--- src/rtl/commutation_delay_defines.vh ---
// constants for the commutation delay manager
//
// Contract
// - 8-bit step timer shifts with prescale changes
// - mode select: 0 switched, 1 autoswitched
// - switched: compare match commutates, clears timer
// - commutation loads preloads, sets flag, masked irq
// - direct ratio write only while clock disabled
// - switched: ratio requests act at next commutation
// - both ratio requests together are ignored
// - switched: zero/demag events leave timer alone
// - switched overflow wraps; flag when tacho 00
// - simulated commutation waits for compare write
// - auto simulated: compare match gives commutation
// - auto: commutation leaves timer unchanged
// - hardware zero: capture, shift previous, clear timer
// - simulated zero: shift written latest, clear timer
// - hardware: interval times weight over 256
// - source select 0 uses previous interval
// - source select 1 uses latest interval
// - late compare commutates now, takes timer value
// - speed mode: prescaler follows latest interval
// - auto: FFh bumps prescaler, shifts, restarts 80h
`ifndef COMMUTATION_DELAY_DEFINES_VH
`define COMMUTATION_DELAY_DEFINES_VH
`define TIMER_MAX        8'hFF
`define TIMER_MEDIAN     8'h80
`define TIMER_ZERO       8'h00
`define SPEEDUP_LIMIT    8'h55
`define RATIO_MAX        4'hF
`define RATIO_MIN        4'h0
`define RATIO_RESET      4'h0
`define TACHO_POSITION   2'h0
`define WEIGHT_RESET     8'h00
`endif

--- src/rtl/commutation_delay_manager.v ---
// commutation delay manager: step timer, prescaler, captures and multiplier
`timescale 1ns/1ps
`include "commutation_delay_defines.vh"
module commutation_delay_manager (
  input  wire       clk_i,
  input  wire       rst_i,
  input  wire       clock_enable_i,
  input  wire       auto_switch_select_i,
  input  wire       simulated_commutation_enable_i,
  input  wire       delay_source_select_i,
  input  wire [1:0] tacho_edge_select_i,
  input  wire       commutation_irq_mask_i,
  input  wire       ratio_write_i,
  input  wire [3:0] ratio_wdata_i,
  input  wire       request_write_i,
  input  wire       request_inc_i,
  input  wire       request_dec_i,
  input  wire       compare_write_i,
  input  wire [7:0] compare_wdata_i,
  input  wire       latest_write_i,
  input  wire [7:0] latest_wdata_i,
  input  wire       previous_write_i,
  input  wire [7:0] previous_wdata_i,
  input  wire       demag_write_i,
  input  wire [7:0] demag_wdata_i,
  input  wire       weight_write_i,
  input  wire [7:0] weight_wdata_i,
  input  wire       flag_clear_i,
  input  wire       overflow_clear_i,
  input  wire       zero_hw_i,
  input  wire       zero_sim_i,
  input  wire       demag_event_i,
  output reg  [7:0] step_timer_o,
  output reg  [7:0] commutation_compare_o,
  output reg  [7:0] latest_interval_o,
  output reg  [7:0] previous_interval_o,
  output reg  [7:0] demag_compare_o,
  output reg  [7:0] delay_weight_o,
  output reg  [3:0] prescale_ratio_o,
  output reg        ratio_increment_request_o,
  output reg        ratio_decrement_request_o,
  output reg        commutation_flag_o,
  output reg        overflow_flag_o,
  output reg        commutation_irq_o,
  output reg        preload_strobe_o,
  output reg        commutation_event_o
);

  reg  [15:0] prescale_count;
  reg         compare_armed;
  reg         mult_pending;
  reg  [15:0] next_prescale_count;
  reg  [7:0]  next_step_timer;
  reg  [3:0]  next_prescale_ratio;
  reg         next_increment_request;
  reg         next_decrement_request;

  // prescaled tick: ratio n divides the clock by 2^n
  function [15:0] tick_limit;
    input [3:0] r;
    begin
      tick_limit = (16'h0001 << r) - 16'h0001;
    end
  endfunction

  // product of interval and weight over 256
  function [7:0] scaled_delay;
    input [7:0] iv;
    input [7:0] w;
    reg   [15:0] p;
    begin
      p = iv * w;
      scaled_delay = p[15:8];
    end
  endfunction

  wire        speed_mode = (tacho_edge_select_i != `TACHO_POSITION);
  wire        tick = clock_enable_i &&
                     (prescale_count >= tick_limit(prescale_ratio_o));
  wire        sim_mode = simulated_commutation_enable_i;
  wire [7:0]  interval_operand = delay_source_select_i ? latest_interval_o
                                                       : previous_interval_o;
  wire [7:0]  product = scaled_delay(interval_operand, delay_weight_o);
  wire        sw_match = !auto_switch_select_i && !speed_mode &&
                         (!sim_mode || compare_armed) &&
                         (step_timer_o == commutation_compare_o);
  wire        sim_match = auto_switch_select_i && sim_mode && compare_armed &&
                          (step_timer_o == commutation_compare_o);
  wire        hw_match = auto_switch_select_i && !sim_mode && !mult_pending &&
                         compare_armed && (step_timer_o == commutation_compare_o);
  wire        late_hw = auto_switch_select_i && !sim_mode && mult_pending &&
                        (product <= step_timer_o);
  wire        commutate = clock_enable_i && !speed_mode &&
                          (sw_match || sim_match || hw_match || late_hw);
  wire        zero_event = clock_enable_i && auto_switch_select_i &&
                           (zero_hw_i || zero_sim_i);
  wire        inc_req = ratio_increment_request_o && !ratio_decrement_request_o;
  wire        dec_req = ratio_decrement_request_o && !ratio_increment_request_o;
  wire        sw_shift_up = commutate && !auto_switch_select_i && inc_req &&
                            (prescale_ratio_o != `RATIO_MAX);
  wire        sw_shift_dn = commutate && !auto_switch_select_i && dec_req &&
                            (prescale_ratio_o != `RATIO_MIN);
  wire        auto_top = tick && auto_switch_select_i &&
                         (step_timer_o == `TIMER_MAX);
  wire        auto_up = auto_top && (prescale_ratio_o != `RATIO_MAX);
  // speed-up only on a zero event with a short interval
  wire        auto_dn = zero_event && (step_timer_o < `SPEEDUP_LIMIT) &&
                        (prescale_ratio_o != `RATIO_MIN) && !speed_mode;
  // speed mode prescaler tracks the latest capture
  wire        spd_up = speed_mode && tick && (step_timer_o == `TIMER_MAX) &&
                       (prescale_ratio_o != `RATIO_MAX);
  wire        spd_dn = speed_mode && zero_hw_i && clock_enable_i &&
                       (latest_interval_o < `SPEEDUP_LIMIT) &&
                       (prescale_ratio_o != `RATIO_MIN);
  wire        shift_r = sw_shift_up || auto_up || spd_up;
  wire        shift_l = (sw_shift_dn || auto_dn || spd_dn) && !shift_r;

  always @* begin
    if (!clock_enable_i || tick || commutate || zero_event)
      next_prescale_count = 16'h0000;
    else
      next_prescale_count = prescale_count + 16'h0001;
  end

  always @(posedge clk_i) begin
    if (rst_i) begin
      prescale_count <= 16'h0000;
    end else begin
      prescale_count <= next_prescale_count;
    end
  end

  // both strobes come from one decision, so preloads and the event
  // pulse can never be seen apart
  always @(posedge clk_i) begin
    if (rst_i) begin
      preload_strobe_o    <= 1'b0;
      commutation_event_o <= 1'b0;
    end else begin
      preload_strobe_o    <= commutate;
      commutation_event_o <= commutate;
    end
  end

  // step timer: zero events win over commutation and shifts
  always @* begin
    next_step_timer = step_timer_o;
    if (zero_event) begin
      next_step_timer = `TIMER_ZERO;
    end else if (commutate && !auto_switch_select_i) begin
      next_step_timer = `TIMER_ZERO;
    end else if (shift_r && auto_top) begin
      next_step_timer = `TIMER_MEDIAN;
    end else if (shift_r) begin
      next_step_timer = {1'b0, step_timer_o[7:1]};
    end else if (shift_l) begin
      next_step_timer = {step_timer_o[6:0], 1'b0};
    end else if (tick) begin
      next_step_timer = step_timer_o + 8'h01;
    end
  end

  always @(posedge clk_i) begin
    if (rst_i) begin
      step_timer_o <= `TIMER_ZERO;
    end else begin
      step_timer_o <= next_step_timer;
    end
  end

  // timer wrap sets overflow in position modes
  always @(posedge clk_i) begin
    if (rst_i) begin
      overflow_flag_o <= 1'b0;
    end else begin
      if (tick && step_timer_o == `TIMER_MAX && !shift_r &&
          tacho_edge_select_i == `TACHO_POSITION)
        overflow_flag_o <= 1'b1;
      else if (overflow_clear_i)
        overflow_flag_o <= 1'b0;
    end
  end

  // prescale ratio: direct load only while stopped, later only steps of one
  always @* begin
    next_prescale_ratio = prescale_ratio_o;
    if (!clock_enable_i && ratio_write_i)
      next_prescale_ratio = ratio_wdata_i;
    else if (shift_r)
      next_prescale_ratio = prescale_ratio_o + 4'h1;
    else if (shift_l)
      next_prescale_ratio = prescale_ratio_o - 4'h1;
  end

  always @(posedge clk_i) begin
    if (rst_i) begin
      prescale_ratio_o <= `RATIO_RESET;
    end else begin
      prescale_ratio_o <= next_prescale_ratio;
    end
  end

  // zero-crossing captures and shifted interval registers
  always @(posedge clk_i) begin
    if (rst_i) begin
      latest_interval_o   <= `TIMER_ZERO;
      previous_interval_o <= `TIMER_ZERO;
    end else begin
      if (zero_event && zero_hw_i) begin
        latest_interval_o   <= step_timer_o;
        previous_interval_o <= latest_interval_o;
      end else if (zero_event) begin
        previous_interval_o <= latest_interval_o;
      end else if (spd_dn) begin
        latest_interval_o   <= step_timer_o;
      end else begin
        if (latest_write_i)
          latest_interval_o <= latest_wdata_i;
        else if (shift_r)
          latest_interval_o <= {1'b0, latest_interval_o[7:1]};
        else if (shift_l)
          latest_interval_o <= {latest_interval_o[6:0], 1'b0};
        if (previous_write_i)
          previous_interval_o <= previous_wdata_i;
        else if (shift_r)
          previous_interval_o <= {1'b0, previous_interval_o[7:1]};
        else if (shift_l)
          previous_interval_o <= {previous_interval_o[6:0], 1'b0};
      end
    end
  end

  // demag register follows every timer shift to keep its time meaning
  always @(posedge clk_i) begin
    if (rst_i) begin
      demag_compare_o <= `TIMER_ZERO;
    end else begin
      if (demag_write_i)
        demag_compare_o <= demag_wdata_i;
      else if (demag_event_i && clock_enable_i && auto_switch_select_i)
        demag_compare_o <= step_timer_o;
      else if (shift_r)
        demag_compare_o <= {1'b0, demag_compare_o[7:1]};
      else if (shift_l)
        demag_compare_o <= {demag_compare_o[6:0], 1'b0};
    end
  end

  // weight is a ratio, so it is never shifted with the timer
  always @(posedge clk_i) begin
    if (rst_i) begin
      delay_weight_o <= `WEIGHT_RESET;
    end else begin
      if (weight_write_i)
        delay_weight_o <= weight_wdata_i;
    end
  end

  // compare register; multiply result scheduled after zero event
  always @(posedge clk_i) begin
    if (rst_i) begin
      commutation_compare_o <= `TIMER_ZERO;
      compare_armed         <= 1'b0;
      mult_pending          <= 1'b0;
    end else begin
      if (compare_write_i) begin
        commutation_compare_o <= compare_wdata_i;
        compare_armed         <= 1'b1;
        mult_pending          <= 1'b0;
      end else if (late_hw) begin
        commutation_compare_o <= step_timer_o;
        compare_armed         <= 1'b0;
        mult_pending          <= 1'b0;
      end else if (mult_pending) begin
        commutation_compare_o <= product;
        compare_armed         <= 1'b1;
        mult_pending          <= 1'b0;
      end else if (zero_event && !sim_mode) begin
        mult_pending          <= 1'b1;
      end else if (shift_r || shift_l) begin
        commutation_compare_o <= shift_r ? {1'b0, commutation_compare_o[7:1]}
                                         : {commutation_compare_o[6:0], 1'b0};
        // recompute after shifting for full precision
        mult_pending          <= auto_switch_select_i && !sim_mode && compare_armed;
      end else if (commutate && (sim_mode || auto_switch_select_i)) begin
        compare_armed         <= 1'b0;
      end
    end
  end

  // ratio requests: a set from software beats hardware clear
  always @* begin
    next_increment_request = ratio_increment_request_o;
    next_decrement_request = ratio_decrement_request_o;
    if (request_write_i && !(request_inc_i && request_dec_i)) begin
      next_increment_request = request_inc_i;
      next_decrement_request = request_dec_i;
    end else if (commutate && !auto_switch_select_i) begin
      next_increment_request = 1'b0;
      next_decrement_request = 1'b0;
    end else if (auto_up) begin
      next_increment_request = 1'b1;
    end else if (auto_dn) begin
      next_decrement_request = 1'b1;
    end
  end

  always @(posedge clk_i) begin
    if (rst_i) begin
      ratio_increment_request_o <= 1'b0;
      ratio_decrement_request_o <= 1'b0;
    end else begin
      ratio_increment_request_o <= next_increment_request;
      ratio_decrement_request_o <= next_decrement_request;
    end
  end

  // a commutation in the clear cycle keeps the flag set
  always @(posedge clk_i) begin
    if (rst_i) begin
      commutation_flag_o <= 1'b0;
    end else begin
      if (commutate)
        commutation_flag_o <= 1'b1;
      else if (flag_clear_i)
        commutation_flag_o <= 1'b0;
    end
  end

  // the request follows the flag at the same edge, so it never lags it
  always @(posedge clk_i) begin
    if (rst_i) begin
      commutation_irq_o <= 1'b0;
    end else begin
      commutation_irq_o <= (commutate || commutation_flag_o) &&
                           !(flag_clear_i && !commutate) &&
                           commutation_irq_mask_i;
    end
  end

endmodule

--- config.mk ---
export PLATFORM = sky130hd
export DESIGN_NAME = commutation_delay_manager
export DESIGN_NICKNAME = d
export VERILOG_FILES = /design/src/rtl/commutation_delay_manager.v
export VERILOG_INCLUDE_DIRS = /design/src /design/src/rtl
export SDC_FILE = /design/constraint.sdc
export NUM_CORES = 1
export LEC_CHECK = 0
export ABC_CLOCK_PERIOD_IN_PS = 7250
export BUFFER_PORTS_ARGS = -buffer_cell sky130_fd_sc_hd__buf_2
export CAP_MARGIN = 15
export CORE_ASPECT_RATIO = 0.5
export CORE_MARGIN = 1.5
export CORE_UTILIZATION = 45
export CTS_BUF_LIST = sky130_fd_sc_hd__clkbuf_8
export CTS_CLUSTER_SIZE = 24
export DETAILED_ROUTE_END_ITERATION = 10
export PLACE_DENSITY = 0.65
export SYNTH_ARGS = -nofsm -noshare
export SYNTH_HDL_FRONTEND = slang
export SYNTH_SLANG_ARGS = --single-unit
--- constraint.sdc ---
create_clock -name clk_i -period 7.25 [get_ports clk_i]
set_input_delay 0.3625 -clock clk_i [delete_from_list [all_inputs] [get_ports clk_i]]
set_output_delay 0.3625 -clock clk_i [all_outputs]
set_load 0.02 [all_outputs]
==> results of run 1 <==
placed cells by master (no fill, tap or decap), types with 4 or more instances in the layout:
cell type	netlist	layout
xnor2_1	20	20
buf_4	2	18
mux2i_1	16	16
a211oi_1	12	12
o21ai_0	53	53
clkbuf_8	0	9
nor3_1	10	10
dfxtp_1	76	76
a22oi_1	4	4
inv_1	67	67
nand3_1	28	28
mux2_2	16	16
o21a_1	7	7
ha_1	63	63
nor2b_1	24	24
o211ai_1	20	20
a21o_1	6	6
nor2_1	75	75
and2_1	26	26
o2111ai_1	4	4
buf_2	15	125
a21oi_1	63	63
a31oi_1	7	7
a221oi_1	16	16
and3_1	10	10
fa_1	36	36
nand2b_1	27	27
or3_1	5	5
nand2_1	87	86
xor2_1	13	13
nand3b_1	4	4
nand4_1	14	14
or2_2	5	5
o31ai_1	6	6
a311oi_1	6	6
stage by stage:
stage / setup slack, ns / util / area [um2] / power, uW / hold slack, ns
after global routing: 0.0568 / 0.533 / 8390 / 1330 / 0.186
after floorplan: 0.741 / - / 7400 / 794 / 0.441
final: 0.486 / 0.533 / 8390 / 1250 / 0.197
after detailed placement: 0.250 / 0.521 / 8190 / 926 / 0.470
after global placement: 0.364 / 0.521 / 8190 / 919 / 0.466
after CTS: 0.487 / 0.533 / 8380 / 1250 / 0.189
path summary, 6_finish.rpt:
kind / start / to / slack [ns] / depth (start not counted)
worst max-delay path: latest_interval_o[1]$_SDFFE_PP0P_ / compare_armed$_SDFFE_PP0P_ / 0.49 / 21
worst min-delay path: commutation_irq_mask_i / commutation_irq_o$_SDFF_PP0_ / 0.20 / 2
worst max register to register: latest_interval_o[1]$_SDFFE_PP0P_ / compare_armed$_SDFFE_PP0P_ / 0.49 / 21
worst min register to register: overflow_flag_o$_SDFFE_PP0P_ / overflow_flag_o$_SDFFE_PP0P_ / 0.49 / 2
state kept, by name, indices dropped and copies added, names as in the netlist, 4 cells and up:
name,count
commutation_compare_o,8
previous_interval_o,8
delay_weight_o,8
prescale_count,16
latest_interval_o,8
step_timer_o,8
prescale_ratio_o,4
demag_compare_o,8
synthesized netlist by cell type, types with 4 or more instances:
cell        n
nand3_1    28
a21oi_1    63
inv_1      67
a211oi_1   12
clkbuf_1   32
or3_1       5
nand2_1    87
o211ai_1   20
nor2_1     75
ha_1       63
xor2_1     13
mux2i_1    16
o21ai_0    53
buf_2      15
a22oi_1     4
fa_1       36
o2111ai_1   4
mux2_2     16
a31oi_1     7
o21a_1      7
xnor2_1    20
a221oi_1   16
a311oi_1    6
or2_2       5
and2_1     26
and3_1     10
nor2b_1    24
nand4_1    14
o31ai_1     6
dfxtp_1    76
nand3b_1    4
nand2b_1   27
a21o_1      6
nor3_1     10
metal layers:
layer  up-vias  GRT usage  part of all wire
li1       3473          -                 -
met2       236      0.408              0.46
met3        44     0.0500             0.064
met1      3454      0.342              0.45
met5         -          0                 0
met4         0     0.0840             0.020
layout make-up:
class                   instances  share of cell area
well taps                     221              0.0330
clock inverters                 7             0.00776
repair buffers                143              0.0907
multi-input cells             731               0.642
clock buffers                   9              0.0148
inverters                      67              0.0300
flip-flops and latches         76               0.181
power groups by stage:
stage	combinational [uW]	clock, uW	sequential [uW]
after floorplan	285	0	509
after global placement	412	0	506
after detailed placement	420	0	505
after CTS	423	332	496
after global routing	476	351	503
final	425	327	498
worst register-to-register path: cells and delay by family (launching register included):
family                   cells  cell delay, ns
AO/OA/AOI/OAI               10            2.61
XOR/XNOR                     1            0.14
adder cells (fa/ha/maj)      6            2.56
buffers and inverters        1            0.06
flip-flops                   1            0.51
multiplexers                 1            0.23
AND/OR/NAND/NOR              2            0.54
timing repair:
| action | 4_1_cts | 5_1_grt |
|---|---|---|
| gates resized for setup | 0 | 1 |
| setup buffers | 0 | 0 |
| endpoints found under the setup margin | 0 | 4 |
| hold endpoints to repair | 0 | 0 |
cells by family after synthesis:
| group | count (synthesis) | share of synthesized area |
|---|---|---|
| XOR/XNOR | 33 | 0.0391 |
| buffers and inverters | 120 | 0.0665 |
| AND/OR/NAND/NOR | 334 | 0.232 |
| other | 1 | 0.000507 |
| AO/OA/AOI/OAI | 232 | 0.206 |
| flip-flops | 76 | 0.206 |
| multiplexers | 32 | 0.0460 |
| adder cells (fa/ha/maj) | 99 | 0.204 |
==> impl_metrics.toml, run 1 <==
[status]
outcome = "finished, final reports clean"

[layout]
num_antenna_cells = 0
finalNonFillerCells = 1254
final.fill_count = 1547
drive_gt1_frac = 0.189
areaGrowthSynthToFinish_pct = 13.4
multiInputGateArea_mm2 = 0.00539
regArea_mm2 = 0.00152
finalNetCount = 1194

[timing]
final_hold_viol_count = 0
post-route-period-util = 0.933
period_minus_slack_ns = 6.76
setup-tns-final_ns = 0
fmax_mhz = 148
finalClockSkew_ns = 0.0115
max_slew.worst_pin.slew_ns = 0.990
timing.slew.headroom = 0.337
setup_viol = 0
rsz0062_at_grt = "no"
slew_violations = 0

[floorplan]
design.die.area_mm2 = 0.0173
start_util = 0.470
top_level_ports = 126
core-area_mm2 = 0.0157
fp.dieH_um = 93.7
placementRows = 32
die_x_um = 184

[setup_path]
cp_max_fo = 7
crit_chain = "mux2i_1, nand2b_1, fa_1, fa_1, inv_1, fa_1, fa_1, ha_1, a2111o_1, o31ai_2, o31ai_1, or2_2, a21oi_1, xnor2_1, ha_1, a21oi_1, o2111ai_1, o21ai_0, o211ai_1, o311ai_0, a21oi_1"
crit_buf_inv = 1
slowest_delay_ns = 0.55
crit_top_cell = "fa_1"
crit_required_ns = 7.49
end_kind = "flop"
arrival_ns = 7.01
slowest_stage = "fa_1"
critPathTopFamily = "compound AO/OA/AOI/OAI gates"
critical_path_class = "reg -> reg"
start_kind = "flop"

[synthesis]
netlist_area_mm2 = 0.00740
synth-edff-count = 0
syn_avg_cell_area_um2 = 7.98
ys_seq_area_frac = 0.206
yosysWarnings = 0
synth_top_area_share = 0.206
synthDistinctLibCells = 73
synth_flop_cell = "dfxtp_1"
ys_seq_elements = 76
async_flop_share = 0
syn-instance-count = 927
synthTopCellsByArea = "dfxtp_1, ha_1, fa_1"
synth_top_area_cell = "dfxtp_1"
synth_nets = 1093

[grt]
grt_pass1_wl_um = 34400
first_global_vias = 6779
track_usage = 0.254
grt-ovfl-total = 0
grt_max_degree = 38
antenna_found_initial = 0

[drt]
vias = 7207
drt-initial-drc-count = 538
avgViaCountPerCell = 5.75
wl_um = 21500
wire_per_inst_um = 17.2
drt_pass1_iterations = 6
drtAntennaViolNets = 0
remaining_drc_errors = 0

[placed_design]
port_buffers = 125
dp.cells = 1238
place.gp.congestion = 0.888
hpwl_um = 16500

[clock_network]
cts_tree = "done"
clk_path_buf_depth = 2
clock_latency_ns = 0.37
cts.clk_slew.worst_paths_ns = 0.09
h-tree-depth = 3
hold_buffers = 0
clockRootBuffer = "clkbuf_8"
numClockSinks = 76
numCtsBuffers = 9

[run]
maxCapViolations = 0

[power]
swShare = 0.399
power_per_cell_area_mw_per_mm2 = 149
p_leak_uw = 0.00368
p_clk_frac = 0.261
p_comb_frac = 0.340
switchingPower_uw = 499
ir_drop_v = 0.0000872
p_seq_frac = 0.399
p_int_uw = 751

[worst_hold_path]
hp-class = "in -> reg"
No activity file was read; power rests on OpenSTA's default activity.
==> inputs of run 2 (changes only) <==
- ABC_CLOCK_PERIOD_IN_PS: 7250 -> 5500
- PLACE_DENSITY: 0.65 -> 0.68
- clock period: 7.25 -> 5.5 ns (I/O delays scaled with it)
==> run 2 against run 1 <==
Against the previous run:
- the flow now finishes with violations (setup timing)
- routed wire length rose by 10%
- power is 49% higher
- maximum frequency grew 11%
- largest power group is now combinational logic
- worst hold slack got worse by 0.11 ns
- utilization increased by 5.9 points
- highest routed layer is now met5
- largest cell class unchanged
- critical endpoint is now commutation_compare_o[3]$_SDFFE_PP0P_
- final cell count rose by 5.6%
==> impl_metrics.toml, run 2 (same netlist as run 1, synthesis figures left out) <==
[timing]
worst_hold_slack_ns = 0.0906
final_hold_viol_count = 0
rsz0062_at_grt = "yes"
fmax_mhz = 164
post-route-period-util = 1.11
setup_viol = 30
finalClockSkew_ns = 0.0159
timing.final.ws_setup_ns = -0.603
max_slew.worst_pin.slew_ns = 1.19
timing.slew.headroom = 0.199
period_minus_slack_ns = 6.10
slew_violations = 0

[drt]
avgViaCountPerCell = 5.79
drtAntennaViolNets = 0
wire_per_inst_um = 17.9
wl_um = 23700
remaining_drc_errors = 0
vias = 7663
drt_pass1_iterations = 5
drt-initial-drc-count = 788

[power]
power_per_cell_area_mw_per_mm2 = 200
total_power_uw = 1860
ir_drop_v = 0.000114
p_leak_uw = 0.00411

[setup_path]
crit_required_ns = 5.77
start_kind = "flop"
arrival_ns = 6.38
reg2reg_depth = 25
r2r_slack_ns = -0.60
end_kind = "flop"
cp_max_fo = 7
critical_path_class = "reg -> reg"

[layout]
postLayoutCellArea_mm2 = 0.00931
drive_gt1_frac = 0.285
areaGrowthSynthToFinish_pct = 25.8
num_antenna_cells = 0
finalNonFillerCells = 1324
largest_register_ffs = 16
final_cell_mix = "buf_2, nand2_1, buf_4, dfxtp_1, inv_1"
regMostFlops = "prescale_count"
finalNetCount = 1266
final.fill_count = 1428
postLayoutCoreUtil = 0.592
final_common_cell = "buf_2"

[grt]
antenna_found_initial = 1
first_global_vias = 7293
grt_pass1_wl_um = 37600
track_usage = 0.282
grt-ovfl-total = 0
grt_max_degree = 38

[clock_network]
cts.clk_slew.worst_paths_ns = 0.09
numCtsBuffers = 9
hold_buffers = 0
clockRootBuffer = "clkbuf_8"
clk_path_buf_depth = 2
cts_tree = "done"
h-tree-depth = 3
clock_latency_ns = 0.38
numClockSinks = 76

[status]
violations = "setup timing"
outcome = "finished, violations left"

[floorplan]
fp.dieH_um = 93.7
design.die.area_mm2 = 0.0173
top_level_ports = 126
core-area_mm2 = 0.0157
start_util = 0.470
placementRows = 32
die_x_um = 184

[placed_design]
port_buffers = 125
place.gp.congestion = 0.938
hpwl_um = 17600
dpl_cell_area_mm2 = 0.00872
dp.cells = 1299

[worst_hold_path]
min_path_cells = 2
hp-class = "in -> reg"

[run]
maxCapViolations = 0
run 2: area by class of cell:
class	instances	area, um2	share of cell area
Multi-Input combinational cell	731	5650	0.607
Inverter	67	251	0.0270
Clock inverter	4	98.8	0.0106
Timing Repair Buffer	215	1360	0.147
Tap cell	221	277	0.0297
Clock buffer	10	138	0.0148
Sequential cell	76	1530	0.164
run 2: what timing repair did:
action,4_1_cts,5_1_grt
endpoints found under the setup margin,30,30
cloned,1,0
buffers inserted,9,3
gates resized for setup,42,22
pin swaps,21,8
run 2: final timing paths:
check / endpoint / startpoint
setup / recovery: commutation_compare_o[3]$_SDFFE_PP0P_ / latest_interval_o[3]$_SDFFE_PP0P_
hold / removal: commutation_irq_o$_SDFF_PP0_ / commutation_irq_mask_i
setup reg to reg: commutation_compare_o[3]$_SDFFE_PP0P_ / latest_interval_o[3]$_SDFFE_PP0P_
hold reg to reg: overflow_flag_o$_SDFFE_PP0P_ / overflow_flag_o$_SDFFE_PP0P_
run 2: per-stage QoR:
step	worst slack (ns)	setup TNS, ns
global route	-0.820	-21.65
CTS	-0.475	-11.54
detailed placement	-1.02	-26.80
floorplan	-0.514	-9.58
finish	-0.603	-15.48
global placement	-0.819	-22.13
run 2: power breakdown:
group / internal (uW) / switching, uW
Clock: 310 / 232
Combinational: 292 / 392
Sequential: 585 / 50.3
Total: 1190 / 674
run 2: critical path: stages, from the launching register on:
cell and delay (ns):
dfxtp_2 0.36, mux2_4 0.28, and2_4 0.17, fa_1 0.54
inv_1 0.05, fa_1 0.48, inv_1 0.05, fa_1 0.46
fa_1 0.47, ha_2 0.19, a2111o_1 0.34, o31ai_4 0.33
o31ai_2 0.11, or2_4 0.25, a21oi_2 0.13, xnor2_1 0.07
ha_1 0.36, nand2_1 0.10, o2111ai_2 0.24, o21ai_2 0.10
buf_6 0.14, buf_4 0.13, buf_8 0.13, a221o_1 0.37
o21ai_2 0.07, a31oi_1 0.09
run 2: routing by layer:
metal  vias to the layer above  routed length, um  global-route usage  share of wire
li1                       3622                  -                   -              -
met1                      3640              11000               0.396           0.46
met2                       348              10200               0.442           0.43
met3                        51               2040              0.0585          0.086
met4                         2                395              0.0669          0.017
met5                         -                 10                   0        0.00042
